$ cat config.mk
export PLATFORM = sky130hd
export DESIGN_NAME = tcs_timer_block
export DESIGN_NICKNAME = d
export VERILOG_FILES = /design/src/verilog/tcs_pkg.sv /design/src/verilog/tcs_count_unit.sv /design/src/verilog/tcs_timer_block.sv
export VERILOG_INCLUDE_DIRS = /design/src /design/src/verilog
export SDC_FILE = /design/constraint.sdc
export NUM_CORES = 1
export LEC_CHECK = 0
export ABC_AREA = 1
export BUFFER_PORTS_ARGS = -buffer_cell sky130_fd_sc_hd__buf_2
export CELL_PAD_IN_SITES_DETAIL_PLACEMENT = 0
export CELL_PAD_IN_SITES_GLOBAL_PLACEMENT = 1
export CORE_ASPECT_RATIO = 0.8
export CORE_MARGIN = 2
export CORE_UTILIZATION = 40
export CTS_BUF_LIST = sky130_fd_sc_hd__clkbuf_8
export CTS_CLUSTER_SIZE = 20
export DETAILED_ROUTE_END_ITERATION = 16
export GPL_TIMING_DRIVEN = 0
export PLACE_DENSITY_LB_ADDON = 0.1
export SLEW_MARGIN = 30
export SYNTH_ARGS = -nofsm -noshare
export SYNTH_HDL_FRONTEND = slang
export SYNTH_SLANG_ARGS = --single-unit
export TNS_END_PERCENT = 10
$ cat constraint.sdc
create_clock -name clk_sys -period 1.85 [get_ports clk_sys]
set_clock_uncertainty 0.1 [all_clocks]
set_input_delay 0.4625 -clock clk_sys [delete_from_list [all_inputs] [get_ports clk_sys]]
set_output_delay 0.4625 -clock clk_sys [all_outputs]
set_load 0.1 [all_outputs]
$ cat src/verilog/tcs_consts.svh
// Register offsets, field positions, reset values and divider counts
// for the timer clock select and count block.
// Assumes an 8-bit register port with byte-wide addresses.

`ifndef TCS_CONSTS_SVH
`define TCS_CONSTS_SVH

// ----------------------------------------------------------------------
// Register offsets
// ----------------------------------------------------------------------
`define TCS_ADDR_TIMER_CONTROL 8'h88
`define TCS_ADDR_TIMER_MODE 8'h89
`define TCS_ADDR_T0_COUNT_LOW 8'h8A
`define TCS_ADDR_T1_COUNT_LOW 8'h8B
`define TCS_ADDR_T0_COUNT_HIGH 8'h8C
`define TCS_ADDR_T1_COUNT_HIGH 8'h8D
`define TCS_ADDR_CLOCK_CONTROL 8'h8E
`define TCS_ADDR_INT_STATUS 8'h90
`define TCS_ADDR_INT_MASK 8'h91

// ----------------------------------------------------------------------
// Field positions
// ----------------------------------------------------------------------
`define TCS_CTL_T1_FLAG 7
`define TCS_CTL_T1_RUN 6
`define TCS_CTL_T0_FLAG 5
`define TCS_CTL_T0_RUN 4
`define TCS_MOD_T1_GATE 7
`define TCS_MOD_T1_MODE 5:4
`define TCS_MOD_T0_GATE 3
`define TCS_MOD_T0_MODE 1:0
`define TCS_CK_T1_SEL 3
`define TCS_CK_T0_SEL 2
`define TCS_CK_PRESCALE 1:0
`define TCS_CK_USED 3:0
`define TCS_INT_T0 0
`define TCS_INT_T1 1

// ----------------------------------------------------------------------
// Reset values and constants
// ----------------------------------------------------------------------
`define TCS_BYTE_RESET 8'h00
`define TCS_CK_RESET 4'h0
`define TCS_INT_RESET 2'h0
`define TCS_EXT_RESET 3'h0
`define TCS_PRE_RESET 6'h00
`define TCS_READ_ZERO 8'h00
`define TCS_ALL_ONES 8'hFF
`define TCS_DIV_12 6'h0C
`define TCS_DIV_4 6'h04
`define TCS_DIV_48 6'h30
`define TCS_EXT_DIV_LAST 3'h7

`endif

$ cat src/verilog/tcs_pkg.sv
// Types shared by the timer clock select and count block.
// Assumes nothing of its surroundings.

package tcs_pkg;

	typedef enum logic [1:0] {
		TCS_MODE_13BIT = 2'h0,
		TCS_MODE_16BIT = 2'h1,
		TCS_MODE_RELOAD = 2'h2,
		TCS_MODE_SPLIT = 2'h3
	} tcs_mode_e;

	typedef enum logic [1:0] {
		TCS_PRE_DIV12 = 2'h0,
		TCS_PRE_DIV4 = 2'h1,
		TCS_PRE_DIV48 = 2'h2,
		TCS_PRE_EXT = 2'h3
	} tcs_prescale_e;

endpackage

$ cat src/verilog/tcs_count_unit.sv
// Next-count logic for one timer's low and high count bytes.
// Assumes the caller registers the results and gates countEn.
`timescale 1ns/100ps
`include "tcs_consts.svh"

module tcs_count_unit
	import tcs_pkg::*;
#(
	parameter int BYTE_W = 8
) (
	input wire tcs_mode_e mode,
	input wire logic countEn,
	input wire logic [BYTE_W-1:0] lo,
	input wire logic [BYTE_W-1:0] hi,
	output logic [BYTE_W-1:0] loNext,
	output logic [BYTE_W-1:0] hiNext,
	output logic overflow
);

	always_comb begin
		loNext = lo;
		hiNext = hi;
		overflow = 1'b0;
		if (countEn) begin
			unique case (mode)
				TCS_MODE_13BIT: begin
					{overflow, hiNext, loNext[4:0]} = {1'b0, hi, lo[4:0]} + 14'h0001;
				end
				TCS_MODE_16BIT: begin
					{overflow, hiNext, loNext} = {1'b0, hi, lo} + {{(2*BYTE_W){1'b0}}, 1'b1};
				end
				TCS_MODE_RELOAD: begin
					// Count from the reload byte, never altering it
					if (lo == `TCS_ALL_ONES) begin
						loNext = hi;
						overflow = 1'b1;
					end else begin
						loNext = lo + 8'h01;
					end
				end
				TCS_MODE_SPLIT: begin
					{overflow, loNext} = {1'b0, lo} + 9'h001;
				end
			endcase
		end
	end

endmodule

$ cat src/verilog/tcs_timer_block.sv
// Clock select, shared prescaler and count registers for two timers.
// Assumes a one-cycle register port and synchronous gate and ack
// inputs on clk_sys; the external clock input is synchronised here.
//
// Design decision made here: the address-and-strobe port.
`timescale 1ns/100ps
`include "tcs_consts.svh"

module tcs_timer_block
	import tcs_pkg::*;
(
	input wire logic clk_sys,
	input wire logic rst,
	input wire logic [7:0] regAddr,
	input wire logic [7:0] regWdata,
	input wire logic regWrite,
	input wire logic regRead,
	output logic [7:0] regRdata,
	input wire logic timer0GateInput,
	input wire logic timer1GateInput,
	input wire logic timer0IntAck,
	input wire logic timer1IntAck,
	input wire logic extClk,
	output logic irq
);

	// ------------------------------------------------------------------
	// Register state
	// ------------------------------------------------------------------
	logic [7:0] timer0CountLow_reg;
	logic [7:0] timer0CountHigh_reg;
	logic [7:0] timer1CountLow_reg;
	logic [7:0] timer1CountHigh_reg;
	logic [3:0] clockControl_reg;
	logic timer0Run_reg;
	logic timer1Run_reg;
	logic timer0Flag_reg;
	logic timer1Flag_reg;
	logic timer0Gate_reg;
	logic timer1Gate_reg;
	tcs_mode_e timer0Mode_reg;
	tcs_mode_e timer1Mode_reg;
	logic [1:0] intStatus_reg;
	logic [1:0] intMask_reg;
	logic [5:0] preCount_reg;
	logic [2:0] extSync_reg;
	logic [2:0] extDiv_reg;
	logic extTick_reg;

	logic wrControl;
	logic wrMode;
	logic wrT0Low;
	logic wrT0High;
	logic wrT1Low;
	logic wrT1High;
	logic wrClock;
	logic wrStatus;
	logic wrMask;

	assign wrControl = regWrite && (regAddr == `TCS_ADDR_TIMER_CONTROL);
	assign wrMode = regWrite && (regAddr == `TCS_ADDR_TIMER_MODE);
	assign wrT0Low = regWrite && (regAddr == `TCS_ADDR_T0_COUNT_LOW);
	assign wrT0High = regWrite && (regAddr == `TCS_ADDR_T0_COUNT_HIGH);
	assign wrT1Low = regWrite && (regAddr == `TCS_ADDR_T1_COUNT_LOW);
	assign wrT1High = regWrite && (regAddr == `TCS_ADDR_T1_COUNT_HIGH);
	assign wrClock = regWrite && (regAddr == `TCS_ADDR_CLOCK_CONTROL);
	assign wrStatus = regWrite && (regAddr == `TCS_ADDR_INT_STATUS);
	assign wrMask = regWrite && (regAddr == `TCS_ADDR_INT_MASK);

	// ------------------------------------------------------------------
	// External clock: synchronise, then divide by eight
	// ------------------------------------------------------------------
	logic extRise;

	// Stage 0 feeds only stage 1; edges are seen between stages 1 and 2
	assign extRise = extSync_reg[1] && !extSync_reg[2];

	always_ff @(posedge clk_sys) begin
		if (rst) begin
			extSync_reg <= `TCS_EXT_RESET;
		end else begin
			extSync_reg <= {extSync_reg[1:0], extClk};
		end
	end

	always_ff @(posedge clk_sys) begin
		if (rst) begin
			extDiv_reg <= `TCS_EXT_RESET;
			extTick_reg <= 1'b0;
		end else begin
			extTick_reg <= extRise && (extDiv_reg == `TCS_EXT_DIV_LAST);
			if (extRise) begin
				extDiv_reg <= extDiv_reg + 3'h1;
			end
		end
	end

	// ------------------------------------------------------------------
	// Shared prescaler
	// ------------------------------------------------------------------
	tcs_prescale_e preSel;
	logic [5:0] preDiv;
	logic preWrap;
	logic preTick;

	assign preSel = tcs_prescale_e'(clockControl_reg[`TCS_CK_PRESCALE]);

	always_comb begin
		preDiv = `TCS_DIV_12;
		unique case (preSel)
			TCS_PRE_DIV12: preDiv = `TCS_DIV_12;
			TCS_PRE_DIV4: preDiv = `TCS_DIV_4;
			TCS_PRE_DIV48: preDiv = `TCS_DIV_48;
			TCS_PRE_EXT: preDiv = `TCS_DIV_12;
		endcase
	end

	// A shrinking divisor must not strand the count above its new end
	assign preWrap = (preCount_reg >= preDiv - 6'h01);
	assign preTick = (preSel == TCS_PRE_EXT) ? extTick_reg : preWrap;

	always_ff @(posedge clk_sys) begin
		if (rst) begin
			preCount_reg <= `TCS_PRE_RESET;
		end else if (preWrap) begin
			preCount_reg <= `TCS_PRE_RESET;
		end else begin
			preCount_reg <= preCount_reg + 6'h01;
		end
	end

	// ------------------------------------------------------------------
	// Timer clock and run selection
	// ------------------------------------------------------------------
	logic timer0Tick;
	logic timer1Tick;
	logic timer0Enable;
	logic timer1Enable;
	logic timer0HighEnable;
	logic splitMode;

	assign splitMode = (timer0Mode_reg == TCS_MODE_SPLIT);
	// Both selections draw on the same prescaler tick
	assign timer0Tick = clockControl_reg[`TCS_CK_T0_SEL] ? 1'b1 : preTick;
	assign timer1Tick = clockControl_reg[`TCS_CK_T1_SEL] ? 1'b1 : preTick;

	assign timer0Enable = timer0Tick && timer0Run_reg && (!timer0Gate_reg || timer0GateInput);
	// In split mode timer 1 runs on its mode alone, and mode 3 stops it
	always_comb begin
		if (timer1Mode_reg == TCS_MODE_SPLIT) begin
			timer1Enable = 1'b0;
		end else if (splitMode) begin
			timer1Enable = timer1Tick;
		end else begin
			timer1Enable = timer1Tick && timer1Run_reg && (!timer1Gate_reg || timer1GateInput);
		end
	end
	assign timer0HighEnable = splitMode && timer0Tick && timer1Run_reg;

	// ------------------------------------------------------------------
	// Count engines
	// ------------------------------------------------------------------
	logic [7:0] t0LowNext;
	logic [7:0] t0HighNext;
	logic [7:0] t1LowNext;
	logic [7:0] t1HighNext;
	logic t0Overflow;
	logic t1Overflow;
	logic t0HighOverflow;
	logic [7:0] t0HighSplitNext;
	logic t0FlagSet;
	logic t1FlagSet;

	tcs_count_unit #(
		.BYTE_W(8)
	) u_count0 (
		.mode(timer0Mode_reg),
		.countEn(timer0Enable),
		.lo(timer0CountLow_reg),
		.hi(timer0CountHigh_reg),
		.loNext(t0LowNext),
		.hiNext(t0HighNext),
		.overflow(t0Overflow)
	);

	tcs_count_unit #(
		.BYTE_W(8)
	) u_count1 (
		.mode(timer1Mode_reg),
		.countEn(timer1Enable),
		.lo(timer1CountLow_reg),
		.hi(timer1CountHigh_reg),
		.loNext(t1LowNext),
		.hiNext(t1HighNext),
		.overflow(t1Overflow)
	);

	assign {t0HighOverflow, t0HighSplitNext} = timer0HighEnable ?
		({1'b0, timer0CountHigh_reg} + 9'h001) : {1'b0, timer0CountHigh_reg};

	assign t0FlagSet = t0Overflow;
	// While timer 0 is split, its high byte owns the timer 1 flag
	assign t1FlagSet = splitMode ? t0HighOverflow : t1Overflow;

	// ------------------------------------------------------------------
	// Count registers: a software write wins over a count step
	// ------------------------------------------------------------------
	always_ff @(posedge clk_sys) begin
		if (rst) begin
			timer0CountLow_reg <= `TCS_BYTE_RESET;
			timer0CountHigh_reg <= `TCS_BYTE_RESET;
		end else begin
			timer0CountLow_reg <= wrT0Low ? regWdata : t0LowNext;
			if (wrT0High) begin
				timer0CountHigh_reg <= regWdata;
			end else if (splitMode) begin
				timer0CountHigh_reg <= t0HighSplitNext;
			end else begin
				timer0CountHigh_reg <= t0HighNext;
			end
		end
	end

	always_ff @(posedge clk_sys) begin
		if (rst) begin
			timer1CountLow_reg <= `TCS_BYTE_RESET;
			timer1CountHigh_reg <= `TCS_BYTE_RESET;
		end else begin
			timer1CountLow_reg <= wrT1Low ? regWdata : t1LowNext;
			timer1CountHigh_reg <= wrT1High ? regWdata : t1HighNext;
		end
	end

	// ------------------------------------------------------------------
	// Control, mode and clock control registers
	// ------------------------------------------------------------------
	always_ff @(posedge clk_sys) begin
		if (rst) begin
			timer0Run_reg <= 1'b0;
			timer1Run_reg <= 1'b0;
		end else if (wrControl) begin
			// Run bits only gate counting; the count is left as it stands
			timer0Run_reg <= regWdata[`TCS_CTL_T0_RUN];
			timer1Run_reg <= regWdata[`TCS_CTL_T1_RUN];
		end
	end

	always_ff @(posedge clk_sys) begin
		if (rst) begin
			timer0Flag_reg <= 1'b0;
			timer1Flag_reg <= 1'b0;
		end else begin
			// Overflow in the clearing cycle keeps the flag set
			if (t0FlagSet) begin
				timer0Flag_reg <= 1'b1;
			end else if (timer0IntAck) begin
				timer0Flag_reg <= 1'b0;
			end else if (wrControl) begin
				timer0Flag_reg <= regWdata[`TCS_CTL_T0_FLAG];
			end
			if (t1FlagSet) begin
				timer1Flag_reg <= 1'b1;
			end else if (timer1IntAck) begin
				timer1Flag_reg <= 1'b0;
			end else if (wrControl) begin
				timer1Flag_reg <= regWdata[`TCS_CTL_T1_FLAG];
			end
		end
	end

	always_ff @(posedge clk_sys) begin
		if (rst) begin
			timer0Gate_reg <= 1'b0;
			timer1Gate_reg <= 1'b0;
			timer0Mode_reg <= TCS_MODE_13BIT;
			timer1Mode_reg <= TCS_MODE_13BIT;
		end else if (wrMode) begin
			timer0Gate_reg <= regWdata[`TCS_MOD_T0_GATE];
			timer1Gate_reg <= regWdata[`TCS_MOD_T1_GATE];
			timer0Mode_reg <= tcs_mode_e'(regWdata[`TCS_MOD_T0_MODE]);
			timer1Mode_reg <= tcs_mode_e'(regWdata[`TCS_MOD_T1_MODE]);
		end
	end

	always_ff @(posedge clk_sys) begin
		if (rst) begin
			clockControl_reg <= `TCS_CK_RESET;
		end else if (wrClock) begin
			clockControl_reg <= regWdata[`TCS_CK_USED];
		end
	end

	// ------------------------------------------------------------------
	// Interrupt status and mask
	// ------------------------------------------------------------------
	logic [1:0] intEvents;

	assign intEvents = {t1FlagSet, t0FlagSet};

	always_ff @(posedge clk_sys) begin
		if (rst) begin
			intStatus_reg <= `TCS_INT_RESET;
		end else begin
			// Write one to clear; a new event in the same cycle wins
			intStatus_reg <= (intStatus_reg & ~(wrStatus ? regWdata[1:0] : 2'h0)) | intEvents;
		end
	end

	always_ff @(posedge clk_sys) begin
		if (rst) begin
			intMask_reg <= `TCS_INT_RESET;
		end else if (wrMask) begin
			intMask_reg <= regWdata[1:0];
		end
	end

	always_ff @(posedge clk_sys) begin
		if (rst) begin
			irq <= 1'b0;
		end else begin
			irq <= |(intStatus_reg & intMask_reg);
		end
	end

	// ------------------------------------------------------------------
	// Read port
	// ------------------------------------------------------------------
	always_ff @(posedge clk_sys) begin
		if (rst) begin
			regRdata <= `TCS_READ_ZERO;
		end else if (regRead) begin
			unique case (regAddr)
				`TCS_ADDR_TIMER_CONTROL: regRdata <= {timer1Flag_reg, timer1Run_reg,
					timer0Flag_reg, timer0Run_reg, 4'h0};
				`TCS_ADDR_TIMER_MODE: regRdata <= {timer1Gate_reg, 1'b0, timer1Mode_reg,
					timer0Gate_reg, 1'b0, timer0Mode_reg};
				`TCS_ADDR_T0_COUNT_LOW: regRdata <= timer0CountLow_reg;
				`TCS_ADDR_T0_COUNT_HIGH: regRdata <= timer0CountHigh_reg;
				`TCS_ADDR_T1_COUNT_LOW: regRdata <= timer1CountLow_reg;
				`TCS_ADDR_T1_COUNT_HIGH: regRdata <= timer1CountHigh_reg;
				`TCS_ADDR_CLOCK_CONTROL: regRdata <= {4'h0, clockControl_reg};
				`TCS_ADDR_INT_STATUS: regRdata <= {6'h00, intStatus_reg};
				`TCS_ADDR_INT_MASK: regRdata <= {6'h00, intMask_reg};
				default: regRdata <= `TCS_READ_ZERO;
			endcase
		end else begin
			regRdata <= `TCS_READ_ZERO;
		end
	end

endmodule

==> impl_summary.log <==
INFO  metric outcome = complete, but fails checks
INFO  metric failed_checks = negative setup slack
INFO  metric power.switching = around 0.84 mW
INFO  metric crit_required = a little over 2000 ps
INFO  metric vias = between 5000 and 6000
INFO  metric power.combinational.fraction = roughly 7%
INFO  metric core = around 12000 um^2
INFO  metric post_synth_num_cell_types = 44
INFO  metric timing.final.ws_setup = -208.8 ps
INFO  metric cts_hold_buf = 0
INFO  metric final_setup_violating_endpoints = 36
INFO  metric slew-limit-headroom = 39.33%
INFO  metric critical_path.top_delay_family = simple AND/OR/NAND/NOR gates
INFO  metric cts_max_level = 3
INFO  metric share_of_async_settable_or_async_resettable_flops_after_synthesis = 0%
INFO  metric end_kind = register
INFO  metric critical_path_cell_sequence = inv_2 -> nand2_2 -> ha_4 -> nand2_1 -> nor2_2 -> nand2_1 -> nand3_1 -> nand2_2 -> nand3_4 -> nand2_4 -> o21ai_4 -> nand3_1 -> nand2_1 -> nor2_1
INFO  metric cp-start-kind = register
INFO  metric timing.final.hold_violations = 0
INFO  metric placed_cells_incl_taps = just over 1000
INFO  metric worst_slew_pin_slew = 910.1 ps
INFO  metric setup_tns = -5129 ps
INFO  metric crit_path_max_fanout = 6
INFO  metric postPlaceCellArea = 5549 um^2
INFO  metric syn-num-nets = 848
INFO  metric netSwitchingFraction = roughly 29%
INFO  metric irDropWorstVdd = roughly 370 uV
INFO  metric portion_of_total_power_attributed_to_sequential_cells = between 50% and 60%
INFO  metric stdcell_count = about 1000
INFO  metric cell_internal_pwr = about 2.1 mW
INFO  metric die_w = 130.5 um
INFO  metric route.detailed.vias_per_inst = about 5.5
INFO  metric clk-insertion-delay-late = about 370 ps
INFO  metric cts-root-buf = sky130_fd_sc_hd__clkbuf_8
INFO  metric ys_dominant_reg_cell = sky130_fd_sc_hd__dfxtp_1
INFO  metric cts_sinks = 72
INFO  metric io_pins = 34
INFO  metric drt_pass1_iterations = 7
INFO  metric grt_setup_unrepaired = yes
INFO  metric finish.instance_area = approximately 6000 um^2
INFO  metric mappedNetlistArea = 5122 um^2
INFO  metric groute.usage.overall = 28.08%
INFO  metric cts_tree = built
INFO  metric area.growth.synth_to_final = 17.02%
INFO  metric fin_crit_sh = 111.3%
INFO  metric detail_route.drc_violations = 0
INFO  metric place_congestion = between 0.9 and 1
INFO  metric antenna_cells_inserted = 0
INFO  metric drtAntennaViolNets = 0
INFO  metric slew_violations = 0
INFO  metric yosysWarningCount = 0
INFO  metric p_leak = between 2 and 2.5 nW
INFO  metric detailedPlacementHpwl = about 14 mm
INFO  metric finalNetCount = around 900
INFO  metric routedWlPerCell = 18.31 um
INFO  metric finalCriticalPeriod = a little over 2000 ps
INFO  metric timing_worst_setup_path_type = register to register
INFO  metric max_freq = a little under 500 MHz
INFO  metric port-buffer-count = 32
INFO  metric timing.critical_path.buf_inv = 1
INFO  metric overflow = 0
INFO  metric drive_gt1_share = a little under a fifth
INFO  metric critPathArrivalTime = between 2000 and 2500 ps
INFO  metric class_of_the_most_critical_hold_timing_path = input pin to register
INFO  metric pwr_density_cell = approximately 490 nW/um^2
INFO  metric detail_route.iter0.violations = 466
INFO  metric post-layout-total-power = 2.938 mW
INFO  metric synth_cells = slightly above 800
INFO  metric first_global_vias = around 5200
INFO  metric finalWirelength = around 19 mm
INFO  metric path_common_cell = sky130_fd_sc_hd__nand2_1
INFO  metric fp-row-count = 36
INFO  metric clock_transition_at_path_regs = 90 ps
INFO  metric slowest_stage = sky130_fd_sc_hd__dfxtp_2
INFO  metric clkPwrFrac = about two fifths
INFO  metric number_of_antenna_violations_at_the_first_check_in_global_routing = 0
INFO  metric chipHeight = roughly 110 um
INFO  metric register_area_share_after_synthesis = ~28%
INFO  metric dieArea = approximately 14000 um^2
INFO  metric syn_avg_cell_area = between 6 and 7 um^2
INFO  metric maximum_number_of_pins_on_one_net_before_global_route_repair = 14
INFO  metric fin_worst_hold_slack = around 200 ps
INFO  metric maxCapViolations = 0
INFO  metric synth.ff_latch_count = 72
INFO  metric cts-root-to-sink-buffers = 2
INFO  metric crit_path_max_incr_delay = 330 ps
INFO  metric floorplan.initialDensity = 41.50%
INFO  metric grt_pass1_wl = a little under 30 mm
INFO  metric tritoncts.num_buffers = 9
INFO  metric synth_edf_count = 0
## repair_timing
item	CTS	global route
pin swaps	3	7
cloned	2	0
endpoints found under the setup margin	36	49
resized for setup	27	26
buffers inserted	4	1
## area by class of cell
cell class | count | area (um^2)
plain buffers | 12 | 65.06
clock buffers | 9 | 123.9
clock inverters | 7 | 46.29
fillers | 1347 | 6347
inverters | 108 | 424.2
multi-input cells | 614 | 3453
flip-flops and latches | 72 | 1450
well taps | 171 | 214.0
repair buffers | 37 | 217.7
## cells in the final DEF (no fill, tap or decap), types with 4 or more instances in the layout
cell type / Yosys / routed
sky130_fd_sc_hd__clkinv_2: 0 / 4
sky130_fd_sc_hd__nor4_1: 4 / 4
sky130_fd_sc_hd__ha_1: 18 / 14
sky130_fd_sc_hd__nor2_2: 7 / 11
sky130_fd_sc_hd__inv_1: 94 / 90
sky130_fd_sc_hd__a21oi_2: 0 / 5
sky130_fd_sc_hd__xor2_1: 10 / 10
sky130_fd_sc_hd__or2_2: 4 / 4
sky130_fd_sc_hd__inv_2: 10 / 12
sky130_fd_sc_hd__nand3_1: 85 / 82
sky130_fd_sc_hd__a31oi_1: 6 / 6
sky130_fd_sc_hd__nand2_2: 9 / 13
sky130_fd_sc_hd__o211ai_1: 6 / 6
sky130_fd_sc_hd__clkbuf_1: 7 / 6
sky130_fd_sc_hd__nand4_1: 11 / 11
sky130_fd_sc_hd__nand3_2: 6 / 7
sky130_fd_sc_hd__a211oi_1: 4 / 4
sky130_fd_sc_hd__nand2_1: 164 / 153
sky130_fd_sc_hd__buf_6: 2 / 4
sky130_fd_sc_hd__clkbuf_8: 0 / 9
sky130_fd_sc_hd__buf_2: 4 / 36
sky130_fd_sc_hd__nor2_4: 5 / 6
sky130_fd_sc_hd__nand2_4: 5 / 10
sky130_fd_sc_hd__o21ai_1: 21 / 25
sky130_fd_sc_hd__dfxtp_1: 72 / 65
sky130_fd_sc_hd__nor3_1: 12 / 11
sky130_fd_sc_hd__o22ai_1: 13 / 13
sky130_fd_sc_hd__a21oi_1: 65 / 59
sky130_fd_sc_hd__dfxtp_2: 0 / 7
sky130_fd_sc_hd__nor2_1: 92 / 87
sky130_fd_sc_hd__o21ai_0: 45 / 41
## power groups by stage
stage | Sequential, mW | Clock [mW] | Combinational, mW
CTS | 1.57 | 1.19 | 0.200
global route | 1.57 | 1.26 | 0.223
detailed placement | 1.61 | 0 | 0.199
global placement | 1.61 | 0 | 0.196
floorplan | 1.61 | 0 | 0.0964
finish | 1.57 | 1.16 | 0.206
## logic make-up (layout without fill, tap and decap cells)
family | after synthesis | after routing | share of synthesized area [%]
AOI/OAI and AO/OA | 167 | 167 | 17.76
xor gates and xnor gates | 12 | 12 | 2.052
adders and majority gates | 18 | 18 | 4.397
buffers and inverters | 121 | 173 | 9.404
DFF | 72 | 72 | 28.14
other | 1 | 1 | 0.07321
and+or+nand+nor | 414 | 416 | 38.18
## routing by layer
layer / wire length, um / global-route usage (%) / up-vias
met2: 7613 / 39.58 / 224
met4: 476 / 8.663 / 0
li1: - / - / 2789
met1: 9188 / 42.45 / 2586
met5: 0 / 0 / -
met3: 1581 / 5.736 / 36
## cell usage after synthesis (2+ instances only)
cell type / count / area share, %
sky130_fd_sc_hd__nand4_1: 11 / 1.3
sky130_fd_sc_hd__nor3_2: 3 / 0.59
sky130_fd_sc_hd__nand3_2: 6 / 1.2
sky130_fd_sc_hd__clkbuf_1: 7 / 0.51
sky130_fd_sc_hd__clkinv_1: 2 / 0.15
sky130_fd_sc_hd__nor2_4: 5 / 1.1
sky130_fd_sc_hd__buf_6: 2 / 0.44
sky130_fd_sc_hd__or2_2: 4 / 0.49
sky130_fd_sc_hd__nor3_1: 12 / 1.2
sky130_fd_sc_hd__nor4_1: 4 / 0.49
sky130_fd_sc_hd__nor2_2: 7 / 0.85
sky130_fd_sc_hd__o21ai_2: 2 / 0.34
sky130_fd_sc_hd__a21oi_1: 65 / 6.4
sky130_fd_sc_hd__buf_2: 4 / 0.39
sky130_fd_sc_hd__o211ai_1: 6 / 0.88
sky130_fd_sc_hd__nor2_1: 92 / 6.7
sky130_fd_sc_hd__nand3_1: 85 / 8.3
sky130_fd_sc_hd__nand2_1: 164 / 12
sky130_fd_sc_hd__nand2_2: 9 / 1.1
sky130_fd_sc_hd__nor3_4: 2 / 0.64
sky130_fd_sc_hd__o21ai_0: 45 / 4.4
sky130_fd_sc_hd__a31oi_1: 6 / 0.73
sky130_fd_sc_hd__o21ai_1: 21 / 2.1
sky130_fd_sc_hd__xnor2_1: 2 / 0.34
sky130_fd_sc_hd__a211oi_1: 4 / 0.59
sky130_fd_sc_hd__nand2_4: 5 / 1.1
sky130_fd_sc_hd__nand3b_1: 2 / 0.29
sky130_fd_sc_hd__ha_1: 18 / 4.4
sky130_fd_sc_hd__dfxtp_1: 72 / 28
sky130_fd_sc_hd__inv_1: 94 / 6.9
sky130_fd_sc_hd__xor2_1: 10 / 1.7
sky130_fd_sc_hd__o22ai_1: 13 / 1.6
sky130_fd_sc_hd__inv_2: 10 / 0.73
## worst min-delay path, stage by stage
cell and delay [ps]:
sky130_fd_sc_hd__buf_2 70, sky130_fd_sc_hd__inv_1 30, sky130_fd_sc_hd__nor2_1 60
## path summary, 6_finish.rpt
check                                         start                     to  slack, ps  cells past startpoint
worst max-delay path            clockControl_reg[0]  timer0CountLow_reg[6]       -210                     14
worst min register to register       extSync_reg[0]         extSync_reg[1]        310                      2
worst min-delay path                         extClk         extSync_reg[0]        200                      3
worst max register to register  clockControl_reg[0]  timer0CountLow_reg[6]       -210                     14
## metrics by stage
stage                     worst slack, ps  util [%]
after floorplan                    -15.03         -
after global placement             -393.4     44.96
after detailed placement           -369.9     44.96
after CTS                          -192.6     47.76
after global routing               -382.9     48.57
final                              -208.8     48.57
Note: power is estimated with default switching activity, not from simulation.
